## src/hw/cisp_params.svh

```systemverilog
// Constants for the index, stack and program counter register block.
`ifndef CISP_PARAMS_SVH
`define CISP_PARAMS_SVH
`define CISP_Y_RESET       8'h00
`define CISP_SP_RESET      8'hFF
`define CISP_PC_RESET      16'h0000
`define CISP_STACK_PAGE0   8'h00
`define CISP_STACK_PAGE1   8'h01
`define CISP_MODE_ADDR     16'h003B
`define CISP_MODE_STACK_BIT 2
`define CISP_MODE_RESET    8'h00
`endif

```

## src/hw/cisp_pkg.sv

```systemverilog
// Types shared by the index, stack and program counter register block.
package cisp_pkg;
	typedef enum logic [2:0] {
		CISP_OP_NONE      = 3'b000,
		CISP_OP_PUSH_ACC  = 3'b001,
		CISP_OP_PUSH_STAT = 3'b010,
		CISP_OP_PULL_ACC  = 3'b011,
		CISP_OP_PULL_STAT = 3'b100
	} cisp_op_t;
	typedef enum logic [1:0] {
		CISP_ST_IDLE = 2'b00,
		CISP_ST_READ = 2'b01
	} cisp_state_t;
endpackage : cisp_pkg

```

## src/hw/cisp_byte_reg.sv

```systemverilog
// Loadable 8-bit register used for Y, the stack pointer and the program counter halves.
`include "cisp_params.svh"
module cisp_byte_reg #(
	parameter logic [7:0] RESET_VALUE = 8'h00
) (
	input  wire logic       clk_sys_in,
	input  wire logic       srst_in,
	input  wire logic       load_in,
	input  wire logic [7:0] data_in,
	output logic      [7:0] value_out
);
	always_ff @(posedge clk_sys_in) begin
		if (srst_in) begin
			value_out <= RESET_VALUE;
		end else if (load_in) begin
			value_out <= data_in;
		end
	end
endmodule : cisp_byte_reg

```

## src/hw/cisp_regs.sv

```systemverilog
// Index register Y, stack pointer with stack addressing, program counter and push/pull sequencing.
// Functional notes
// - Y is an 8-bit register whose value is added to an operand to form an effective address.
// - The stack pointer is an 8-bit register pointing into the stack area used by calls and interrupts.
// - The low byte of each stack address is the current stack pointer for a push and the stack pointer plus one for a pull.
// - The stack address high byte is 0x00 with the page bit clear and 0x01 with it set.
// - The program counter is 16 bits in two separately loadable bytes holding the next fetch address.
// - Separate operations push the accumulator and push the status register.
// - Separate operations pull the accumulator and pull the status register.
// - Only the fixed register set is saved automatically; anything else is saved by program.
// - The stack page bit lives in the processor mode register at its fixed special function address.
`include "cisp_params.svh"
module cisp_regs (
	input  wire logic              clk_sys_in,
	input  wire logic              srst_in,
	input  wire logic              y_load_in,
	input  wire logic [7:0]        y_data_in,
	input  wire logic [7:0]        operand_in,
	input  wire logic              sp_load_in,
	input  wire logic [7:0]        sp_data_in,
	input  wire logic              program_counter_high_load_in,
	input  wire logic              program_counter_low_load_in,
	input  wire logic [7:0]        pc_data_in,
	input  wire logic              pc_inc_in,
	input  wire logic              sfr_we_in,
	input  wire logic [15:0]       sfr_addr_in,
	input  wire logic [7:0]        sfr_wdata_in,
	input  wire cisp_pkg::cisp_op_t stack_op_in,
	input  wire logic [7:0]        acc_in,
	input  wire logic [7:0]        status_in,
	input  wire logic [7:0]        mem_rdata_in,
	output logic [7:0]             y_out,
	output logic [15:0]            y_eff_addr_out,
	output logic [7:0]             sp_out,
	output logic [15:0]            program_counter_out,
	output logic [7:0]             processor_mode_register_out,
	output logic [15:0]            mem_addr_out,
	output logic                   mem_we_out,
	output logic                   mem_re_out,
	output logic [7:0]             mem_wdata_out,
	output logic                   acc_load_out,
	output logic                   status_load_out,
	output logic [7:0]             pull_data_out,
	output logic                   busy_out
);
	import cisp_pkg::*;

	// The counter reset is split per byte so each half register gets exactly eight bits.
	localparam logic [15:0] PC_RESET = `CISP_PC_RESET;

	logic [7:0]   y_value;
	logic [7:0]   sp;
	logic [7:0]   program_counter_high;
	logic [7:0]   program_counter_low;
	logic [7:0]   mode_reg;
	cisp_state_t  state;
	cisp_op_t     pending_op;
	logic [15:0]  pc_next_inc;

	wire          stack_page_bit = mode_reg[`CISP_MODE_STACK_BIT];
	wire [7:0]    stack_high     = stack_page_bit ? `CISP_STACK_PAGE1 : `CISP_STACK_PAGE0;
	wire          idle           = (state == CISP_ST_IDLE);
	wire          is_push        = idle && (stack_op_in == CISP_OP_PUSH_ACC || stack_op_in == CISP_OP_PUSH_STAT);
	wire          is_pull        = idle && (stack_op_in == CISP_OP_PULL_ACC || stack_op_in == CISP_OP_PULL_STAT);
	wire [7:0]    sp_dec         = sp - 8'h01;
	wire [7:0]    sp_inc         = sp + 8'h01;
	wire [7:0]    push_data      = (stack_op_in == CISP_OP_PUSH_STAT) ? status_in : acc_in;
	wire          mode_hit       = sfr_we_in && (sfr_addr_in == `CISP_MODE_ADDR);
	wire          sp_wr          = sp_load_in || is_push || is_pull;
	wire [7:0]    next_sp        = sp_load_in ? sp_data_in : (is_push ? sp_dec : sp_inc);
	wire [15:0]   next_pc_inc    = {program_counter_high, program_counter_low} + 16'h0001;
	wire          pc_high_wr     = program_counter_high_load_in || pc_inc_in;
	wire          pc_low_wr      = program_counter_low_load_in || pc_inc_in;
	wire [7:0]    next_pc_high   = program_counter_high_load_in ? pc_data_in : next_pc_inc[15:8];
	wire [7:0]    next_pc_low    = program_counter_low_load_in ? pc_data_in : next_pc_inc[7:0];

	assign pc_next_inc = next_pc_inc;

	cisp_byte_reg #(.RESET_VALUE(`CISP_Y_RESET)) u_y (
		.clk_sys_in (clk_sys_in),
		.srst_in    (srst_in),
		.load_in    (y_load_in),
		.data_in    (y_data_in),
		.value_out  (y_value)
	);
	cisp_byte_reg #(.RESET_VALUE(`CISP_SP_RESET)) u_sp (
		.clk_sys_in (clk_sys_in),
		.srst_in    (srst_in),
		.load_in    (sp_wr),
		.data_in    (next_sp),
		.value_out  (sp)
	);
	cisp_byte_reg #(.RESET_VALUE(PC_RESET[15:8])) u_pc_high (
		.clk_sys_in (clk_sys_in),
		.srst_in    (srst_in),
		.load_in    (pc_high_wr),
		.data_in    (next_pc_high),
		.value_out  (program_counter_high)
	);
	cisp_byte_reg #(.RESET_VALUE(PC_RESET[7:0])) u_pc_low (
		.clk_sys_in (clk_sys_in),
		.srst_in    (srst_in),
		.load_in    (pc_low_wr),
		.data_in    (next_pc_low),
		.value_out  (program_counter_low)
	);
	cisp_byte_reg #(.RESET_VALUE(`CISP_MODE_RESET)) u_mode (
		.clk_sys_in (clk_sys_in),
		.srst_in    (srst_in),
		.load_in    (mode_hit),
		.data_in    (sfr_wdata_in),
		.value_out  (mode_reg)
	);

	// Pull takes two cycles: the pointer moves first so the read uses the incremented address.
	always_ff @(posedge clk_sys_in) begin
		if (srst_in) begin
			state      <= CISP_ST_IDLE;
			pending_op <= CISP_OP_NONE;
		end else begin
			case (state)
				CISP_ST_IDLE: begin
					if (is_pull) begin
						state      <= CISP_ST_READ;
						pending_op <= stack_op_in;
					end
				end
				CISP_ST_READ: begin
					state <= CISP_ST_IDLE;
				end
				default: begin
					state <= CISP_ST_IDLE;
				end
			endcase
		end
	end

	// Only Y, pointer, counter, mode and the pushed or pulled byte are held here; the core saves others by program.
	always_ff @(posedge clk_sys_in) begin
		if (srst_in) begin
			y_out                       <= `CISP_Y_RESET;
			y_eff_addr_out              <= 16'h0000;
			sp_out                      <= `CISP_SP_RESET;
			program_counter_out         <= `CISP_PC_RESET;
			processor_mode_register_out <= `CISP_MODE_RESET;
			mem_addr_out                <= 16'h0000;
			mem_we_out                  <= 1'b0;
			mem_re_out                  <= 1'b0;
			mem_wdata_out               <= 8'h00;
			acc_load_out                <= 1'b0;
			status_load_out             <= 1'b0;
			pull_data_out               <= 8'h00;
			busy_out                    <= 1'b0;
		end else begin
			y_out                       <= y_value;
			y_eff_addr_out              <= {8'h00, operand_in} + {8'h00, y_value};
			sp_out                      <= next_sp_view(sp_wr, next_sp, sp);
			program_counter_out         <= {pc_high_wr ? next_pc_high : program_counter_high,
				pc_low_wr ? next_pc_low : program_counter_low};
			processor_mode_register_out <= mode_hit ? sfr_wdata_in : mode_reg;
			mem_we_out                  <= is_push;
			mem_re_out                  <= is_pull;
			mem_wdata_out               <= push_data;
			if (is_push) begin
				mem_addr_out <= {stack_high, sp};
			end else if (is_pull) begin
				mem_addr_out <= {stack_high, sp_inc};
			end
			acc_load_out    <= (state == CISP_ST_READ) && (pending_op == CISP_OP_PULL_ACC);
			status_load_out <= (state == CISP_ST_READ) && (pending_op == CISP_OP_PULL_STAT);
			if (state == CISP_ST_READ) begin
				pull_data_out <= mem_rdata_in;
			end
			busy_out <= is_pull;
		end
	end

	function automatic logic [7:0] next_sp_view(input logic wr, input logic [7:0] nv, input logic [7:0] cv);
		next_sp_view = wr ? nv : cv;
	endfunction : next_sp_view

	property p_push_addr;
		@(posedge clk_sys_in) disable iff (srst_in)
		is_push |=> mem_we_out && mem_addr_out == {$past(stack_high), $past(sp)};
	endproperty
	a_push_addr: assert property (p_push_addr) else $error("Push address wrong.");

	property p_page;
		@(posedge clk_sys_in) disable iff (srst_in)
		(is_push || is_pull) |=> mem_addr_out[15:8] == ($past(stack_page_bit) ? 8'h01 : 8'h00);
	endproperty
	a_page: assert property (p_page) else $error("Stack page byte wrong.");

	property p_push_dec;
		@(posedge clk_sys_in) disable iff (srst_in)
		(is_push && !sp_load_in) |=> sp == $past(sp) - 8'h01;
	endproperty
	a_push_dec: assert property (p_push_dec) else $error("Push did not decrement.");

	property p_pull_inc;
		@(posedge clk_sys_in) disable iff (srst_in)
		(is_pull && !sp_load_in) |=> sp == $past(sp) + 8'h01 && mem_addr_out[7:0] == sp;
	endproperty
	a_pull_inc: assert property (p_pull_inc) else $error("Pull did not increment before read.");

	property p_pull_acc;
		@(posedge clk_sys_in) disable iff (srst_in)
		(is_pull && stack_op_in == CISP_OP_PULL_ACC) |=> ##1 acc_load_out && !status_load_out;
	endproperty
	a_pull_acc: assert property (p_pull_acc) else $error("Accumulator pull not delivered.");

	property p_push_stat;
		@(posedge clk_sys_in) disable iff (srst_in)
		(is_push && stack_op_in == CISP_OP_PUSH_STAT) |=> mem_wdata_out == $past(status_in);
	endproperty
	a_push_stat: assert property (p_push_stat) else $error("Status push data wrong.");

	property p_y_eff;
		@(posedge clk_sys_in) disable iff (srst_in)
		1'b1 |=> y_eff_addr_out == {8'h00, $past(operand_in)} + {8'h00, $past(y_value)};
	endproperty
	a_y_eff: assert property (p_y_eff) else $error("Effective address wrong.");

	property p_pc_inc;
		@(posedge clk_sys_in) disable iff (srst_in)
		(pc_inc_in && !program_counter_high_load_in && !program_counter_low_load_in) |=>
			program_counter_out == $past(pc_next_inc);
	endproperty
	a_pc_inc: assert property (p_pc_inc) else $error("Counter increment wrong.");

	property p_mode;
		@(posedge clk_sys_in) disable iff (srst_in)
		mode_hit |=> stack_page_bit == $past(sfr_wdata_in[`CISP_MODE_STACK_BIT]);
	endproperty
	a_mode: assert property (p_mode) else $error("Mode register write lost.");

	c_push: cover property (@(posedge clk_sys_in) disable iff (srst_in) is_push);
	c_pull: cover property (@(posedge clk_sys_in) disable iff (srst_in) is_pull ##2 status_load_out);
	c_page1: cover property (@(posedge clk_sys_in) disable iff (srst_in) is_push && stack_page_bit);
endmodule : cisp_regs

```

## config.mk

```make
export PLATFORM = sky130hd
export DESIGN_NAME = cisp_regs
export DESIGN_NICKNAME = d
export VERILOG_FILES = /design/src/hw/cisp_pkg.sv /design/src/hw/cisp_byte_reg.sv /design/src/hw/cisp_regs.sv
export VERILOG_INCLUDE_DIRS = /design/src /design/src/hw
export SDC_FILE = /design/constraint.sdc
export NUM_CORES = 1
export LEC_CHECK = 0
export BUFFER_PORTS_ARGS = -buffer_cell sky130_fd_sc_hd__buf_2
export CAP_MARGIN = 25
export CORE_UTILIZATION = 48
export DETAILED_ROUTE_END_ITERATION = 10
export PLACE_DENSITY = 0.71
export SLEW_MARGIN = 20
export SYNTH_ARGS = -nofsm -noshare
export SYNTH_HDL_FRONTEND = slang
export SYNTH_HIERARCHICAL = 1
export SYNTH_SLANG_ARGS = --single-unit
```

## constraint.sdc

```tcl
create_clock -name clk_sys_in -period 2.65 [get_ports clk_sys_in]
set_clock_uncertainty 0.1 [all_clocks]
set_input_delay 0.1325 -clock clk_sys_in [delete_from_list [all_inputs] [get_ports clk_sys_in]]
set_output_delay 0.1325 -clock clk_sys_in [all_outputs]
set_load 0.05 [all_outputs]
```

# Word level (Yosys, flattened, before mapping)

Index checks and enable logic that the tools add are counted.

Output and inout port bits: 93
Flip-flop bits (word level): 120
Logic and storage cells: 54
Input bits: 91

Add/subtract/negate cells: 4
Mux-type cells: 10
Equal/unequal tests: 7
Bitwise gates (word level): 1
Reductions and logical operators: 15

Operators with widths:

| operator                                                               | number |
|---|---|
| 8-bit 2-to-1 mux                                                       | 7 |
| 16-bit 2-to-1 mux                                                      | 2 |
| 16-bit by 1-bit adder with 16-bit output, second input constant        | 1 |
| 16-bit by 6-bit equality test with 1-bit output, second input constant | 1 |
| 8-bit by 8-bit adder with 9-bit output                                 | 1 |
| 3-bit by 2-bit equality test with 1-bit output, second input constant  | 3 |
| 8-bit by 1-bit adder with 8-bit output, second input constant          | 1 |
| 8-bit by 1-bit subtractor with 8-bit output, second input constant     | 1 |
| 3-bit equality test, second input constant                             | 2 |
| 1-bit logical OR                                                       | 6 |
| 1-bit logical AND                                                      | 5 |
| 3-bit by 1-bit equality test with 1-bit output, second input constant  | 1 |
| 2-bit logical NOT                                                      | 1 |
| 2-bit AND reduction                                                    | 1 |
| 2-bit nonzero test                                                     | 1 |
| 2-bit OR reduction                                                     | 1 |
| 1-bit 2-to-1 mux                                                       | 1 |
| 1-bit NOT                                                              | 1 |

# Logic depth before layout (Yosys ltp)

Depth after elaboration: 5
Gate-level depth with buffers: 8
Mapped depth without buffers: 7

# Cells and area by module

Netlist, hierarchy kept.

Modules (own cells, without submodules):

| module                      | instances | sequential area each (µm²) | area an instance (µm²) | cells each |
|---|---|---|---|---|
| cisp_regs                   | 1         | 1641.6                     | 4683.2                 | 575 |
| cisp_byte_reg at u_mode ... | 4         | 160.2                      | 285.3                  | 26 |
| cisp_byte_reg at u_sp       | 1         | 160.2                      | 302.8                  | 26 |

# Worst setup path before layout

Ideal clock, no wire load.

Path kind: register -> register
From: register state[0]
To: register u_sp.value_out[7]
Period minus slack after synthesis: 1.962 ns
Buffers on the path: 2
Library setup time: 0.120 ns
Required time: 2.430 ns
Arrival: 1.742 ns
Stages on the path, launching flop included: 8
Slack: 0.688 ns
Cell sequence: dfxtp_1 buf_2 nor2_1 buf_2 a211oi_1 a2111oi_0 a211oi_1 a211o_2

Cells in the longest elaborated chain, start to end: 4
Elaborated cells between the ends (all ways): 7
Those cells by class: mux (2); reduce/logical (5)

RTL lines:

| what                           | RTL line            | source |
|---|---|---|
| from (decl)                    | cisp_regs.sv:56     | `cisp_state_t state;` |
| from (signal assigned)         | cisp_regs.sv:118    | `state <= CISP_ST_IDLE;` |
| from (signal assigned)         | cisp_regs.sv:124    | `state <= CISP_ST_READ;` |
| from (signal assigned)         | cisp_regs.sv:129    | `state <= CISP_ST_IDLE;` |
| 2-bit logical NOT              | cisp_regs.sv:62     | `wire idle = (state == CISP_ST_IDLE);` |
| 1-bit logical AND              | cisp_regs.sv:63     | `wire is_push = idle && (stack_op_in == CISP_OP_PUSH_ACC \|\| stack_op_in == CISP_OP_PUSH_STAT);` |
| 8-bit 2-to-1 mux (2 in series) | cisp_regs.sv:70     | `wire [7:0] next_sp = sp_load_in ? sp_data_in : (is_push ? sp_dec : sp_inc);` |
| named net next_sp[7]           | cisp_regs.sv:70     |  |
| to (signal assigned)           | cisp_byte_reg.sv:16 | `value_out <= data_in;` |
| to (decl)                      | cisp_byte_reg.sv:10 | `output logic [7:0] value_out` |

The timed path passes the listed nets, and every way through them passes these cells.
A chain may end at the register's enable or synchronous reset.

# Worst setup path in the final report

From: register u_pc_low.value_out[2]
To: register program_counter_out[15]

Cells in the longest elaborated chain, start to end: 3

RTL lines:

| what                                     | RTL line            | source |
|---|---|---|
| from (decl)                              | cisp_byte_reg.sv:10 |  |
| from (signal assigned)                   | cisp_byte_reg.sv:16 |  |
| 16-bit by 1-bit adder with 16-bit output | cisp_regs.sv:71     | `wire [15:0] next_pc_inc = {program_counter_high, program_counter_low} + 16'h0001;` |
| 8-bit 2-to-1 mux                         | cisp_regs.sv:74     | `wire [7:0] next_pc_high = program_counter_high_load_in ? pc_data_in : next_pc_inc[15:8];` |
| 8-bit 2-to-1 mux                         | --                  |  |
| to (signal assigned)                     | cisp_regs.sv:144    | `` program_counter_out <= `CISP_PC_RESET; `` |
| to (signal assigned)                     | cisp_regs.sv:158    | `program_counter_out <= {pc_high_wr ? next_pc_high : program_counter_high,` |
| to (decl)                                | cisp_regs.sv:35     | `output logic [15:0] program_counter_out,` |

No other way between the ends.

==> summary.txt <==
Yosys
  – Seq/Total Area, Yosys: 39.9%
  – Area leader, netlist: dfxtp_1
  – Predominant post-synthesis flop cell: dfxtp_1
  – EDFF count, synth: 0
  – Ys async rst share: 0%
  – Netlist cell types: 69
  – Synth area leaders: dfxtp_1, mux2i_1, nor2_1
  – Synth Register Bits: 122
  – Top-count cell post-synth: dfxtp_1
  – Synth top cells by count: dfxtp_1, nor2_1, mux2i_1, a21oi_1, nand2_1
  – Top cell type's share of synthesized area: 39.9%
  – Cells after Synth: 705
  – Cell area after synthesis: 6130 µm²
  – Synth warn: 6
  – Avg Cell Area, Syn: 8.69 µm²

Worst setup path
  – Critical Path AT: 2650 ps
  – Delay of the slowest critical-path stage: 590 ps
  – Critical-path maximum fanout: 13
  – Slowest cell on crit path: dlygate4sd3_1
  – Crit path kind: reg -> reg
  – CP required: 2910 ps
  – Crit path capture type: flip-flop
  – R2r startpoint: u_pc_low/value_out[2]$_SDFFE_PP0P_
  – CP Launch Type: flip-flop
  – Critical path buffers and inverters: 1
  – Crit path from: u_pc_low/value_out[2]$_SDFFE_PP0P_
  – Worst path top cell family by delay: simple AND/OR/NAND/NOR gates
  – Cell Chain, Critical Path: nand3_2 > nor4_4 > a211oi_1 > a2111oi_1 > dlygate4sd3_1

Floorplanning
  – Io pins: 184
  – Die ar.: 13200 µm²
  – Initial Utilization: 50.2%
  – Core area: 12200 µm²
  – Cell Rows: 40
  – Die width: 115 µm
  – Die Y: 115 µm

Routing
  – DR iter-0 viols: 434
  – Via-per-instance ratio: 5.46
  – DR vias: 5941
  – Drt first pass iters: 5
  – Wire per inst: 15.4 µm
  – WL final: 16.8 mm
  – Final ANT Viol Nets: 0
  – DRC: 0

GRT
  – Initial antenna violation count: 0
  – Vias in the first global route: 5680
  – GRT Util Overall: 25.8%
  – Largest net degree at the start of global routing: 55
  – First-pass GRT wire length: 26.8 mm
  – Global route overflow: 0

Timing
  – RSZ-0062 raised after global routing: false
  – Relative slew margins: 44.2%
  – Fin. max-slew vios: 0
  – Final setup fails: 0
  – Fmax: 419 MHz
  – Crit path time final: 2390 ps
  – Tcrit/Tclk final: 90.1%
  – Setup TNS: 0 ps
  – Least-Margin Pin Slew: 831 ps
  – Hold slack: 29.2 ps
  – Hold Fails Final Rpt: 0

Pwr
  – PD cells: 658 nW/µm²
  – Leak pwr: 0.00357 µW
  – Max VDD drop: 0.353 mV

Hold path
  – Hold path start: pc_data_in[0]
  – Worst Hold Class: in -> reg

Cells and area
  – Final Cell Area: 8070 µm²
  – Syn-to-layout area delta: 31.6%
  – FILL cells: 1006
  – Nets: 1009
  – Share of layout cells above drive strength 1: 24.9%

Placement
  – PortBufs: 169
  – Placer Congestion: 0.855
  – DP Area: 6940 µm²
  – Final HPWL DP: 11.1 mm

Clocking
  – Htree depth: 4
  – Clock Root Buffer: clkbuf_16
  – CTS tree: built
  – Clk slew on worst S/H paths: 60 ps
  – Num CTS Buffers: 17
  – Clk buf depth: 2
  – Clock sinks: 122
  – Clock Latency Late Sink: 420 ps

Run
  – Max_cap viols: 0

Run status
  – Status: completed
-- registers in the layout, indices dropped and copies added (netlist names), 8 cells and up --
signal	flops
processor_mode_register_out	8
program_counter_out	16
mem_addr_out	9
u_pc_high/value_out	8
u_sp/value_out	8
pull_data_out	8
u_y/value_out	8
mem_wdata_out	8
y_out	8
u_mode/value_out	8
sp_out	8
y_eff_addr_out	9
u_pc_low/value_out	8
-- worst paths after layout --
kind	cells past startpoint	to	slack, ps
worst max-delay path	5	program_counter_out[15]$_SDFF_PP0_	260
worst min-delay path	3	program_counter_out[8]$_SDFF_PP0_	30
worst max register to register	5	program_counter_out[15]$_SDFF_PP0_	260
worst min register to register	1	acc_load_out$_SDFF_PP0_	340
-- tightest hold or removal path, delay by kind of cell --
| family | cells | cell delay (ps) |
|---|---|---|
| simple gates | 1 | 150 |
| buf+inv | 1 | 120 |
| compound gates | 1 | 80 |
-- cells by family (layout without fill, tap and decap cells) --
logic type	after synthesis	count (layout)	share of synthesized area, %
AOI/OAI and AO/OA	137	137	15.2
xor gates and xnor gates	22	22	3.27
adders and majority gates	12	12	2.57
buffers and inverters	83	284	6.94
DFF	122	122	39.9
muxes	58	58	9.52
other	1	15	0.0612
and+or+nand+nor	270	270	22.6
-- area by class of cell --
cell class | instances | area [µm²] | share of cell area [%]
multi-input cells | 513 | 3320 | 41.2
flip-flops and latches | 122 | 2440 | 30.3
repair buffers | 232 | 1460 | 18.1
clock buffers | 18 | 439 | 5.45
well taps | 168 | 210 | 2.61
clock inverters | 14 | 114 | 1.41
inverters | 20 | 75.1 | 0.931
diodes | 1 | 2.50 | 0.0310
-- through the flow --
stage | std cells | worst slack, ps | util (%) | power, µW
3_5_place_dp | 1000 | 515 | 56.9 | 3120
5_1_grt | 1087 | 27.9 | 66.0 | 5530
4_1_cts | 1087 | 95.7 | 65.9 | 5320
2_1_floorplan | 718 | 688 | - | 2880
3_3_place_gp | 1000 | 513 | 56.9 | 3100
6_report | 1088 | 263 | 66.0 | 5310
-- layer usage --
| metal | part of all wire, % | GRT usage [%] | vias up |
|---|---|---|---|
| met5 | 0 | 0 | - |
| met4 | 3.0 | 13.6 | 0 |
| met3 | 5.1 | 5.11 | 43 |
| met2 | 51 | 45.7 | 214 |
| met1 | 40 | 29.4 | 2797 |
| li1 | - | - | 2887 |
-- placed cells by master (no fill, tap or decap), types with 9 or more instances in the layout --
cell           instances
nor3_1                25
clkbuf_16             17
nand2_1               32
nand4_1               13
o21ai_0               25
conb_1                14
or3_1                 11
nor2b_1               29
nand3_1               24
dlygate4sd3_1         55
inv_1                 20
ha_1                  11
a211oi_1              14
a21oi_1               35
buf_2                168
mux2i_1               56
dfxtp_1              122
nor2_1                87
buf_4                  9
nor4_1                10
xnor2_1               15
-- where the power goes --
part	internal (µW)	leakage (µW)	switching, µW
combinational	387	0.00229	718
clock	1240	0.000271	896
sequential	1960	0.00100	111
-- repair_timing --
item | in CTS | in global routing
hold buffers | 55 | 0
resized for setup | 0 | 3
endpoints found under the setup margin | 0 | 1
buffers inserted | 0 | 0
hold endpoints to repair | 59 | 0
Power figures use the tool's default switching activity.
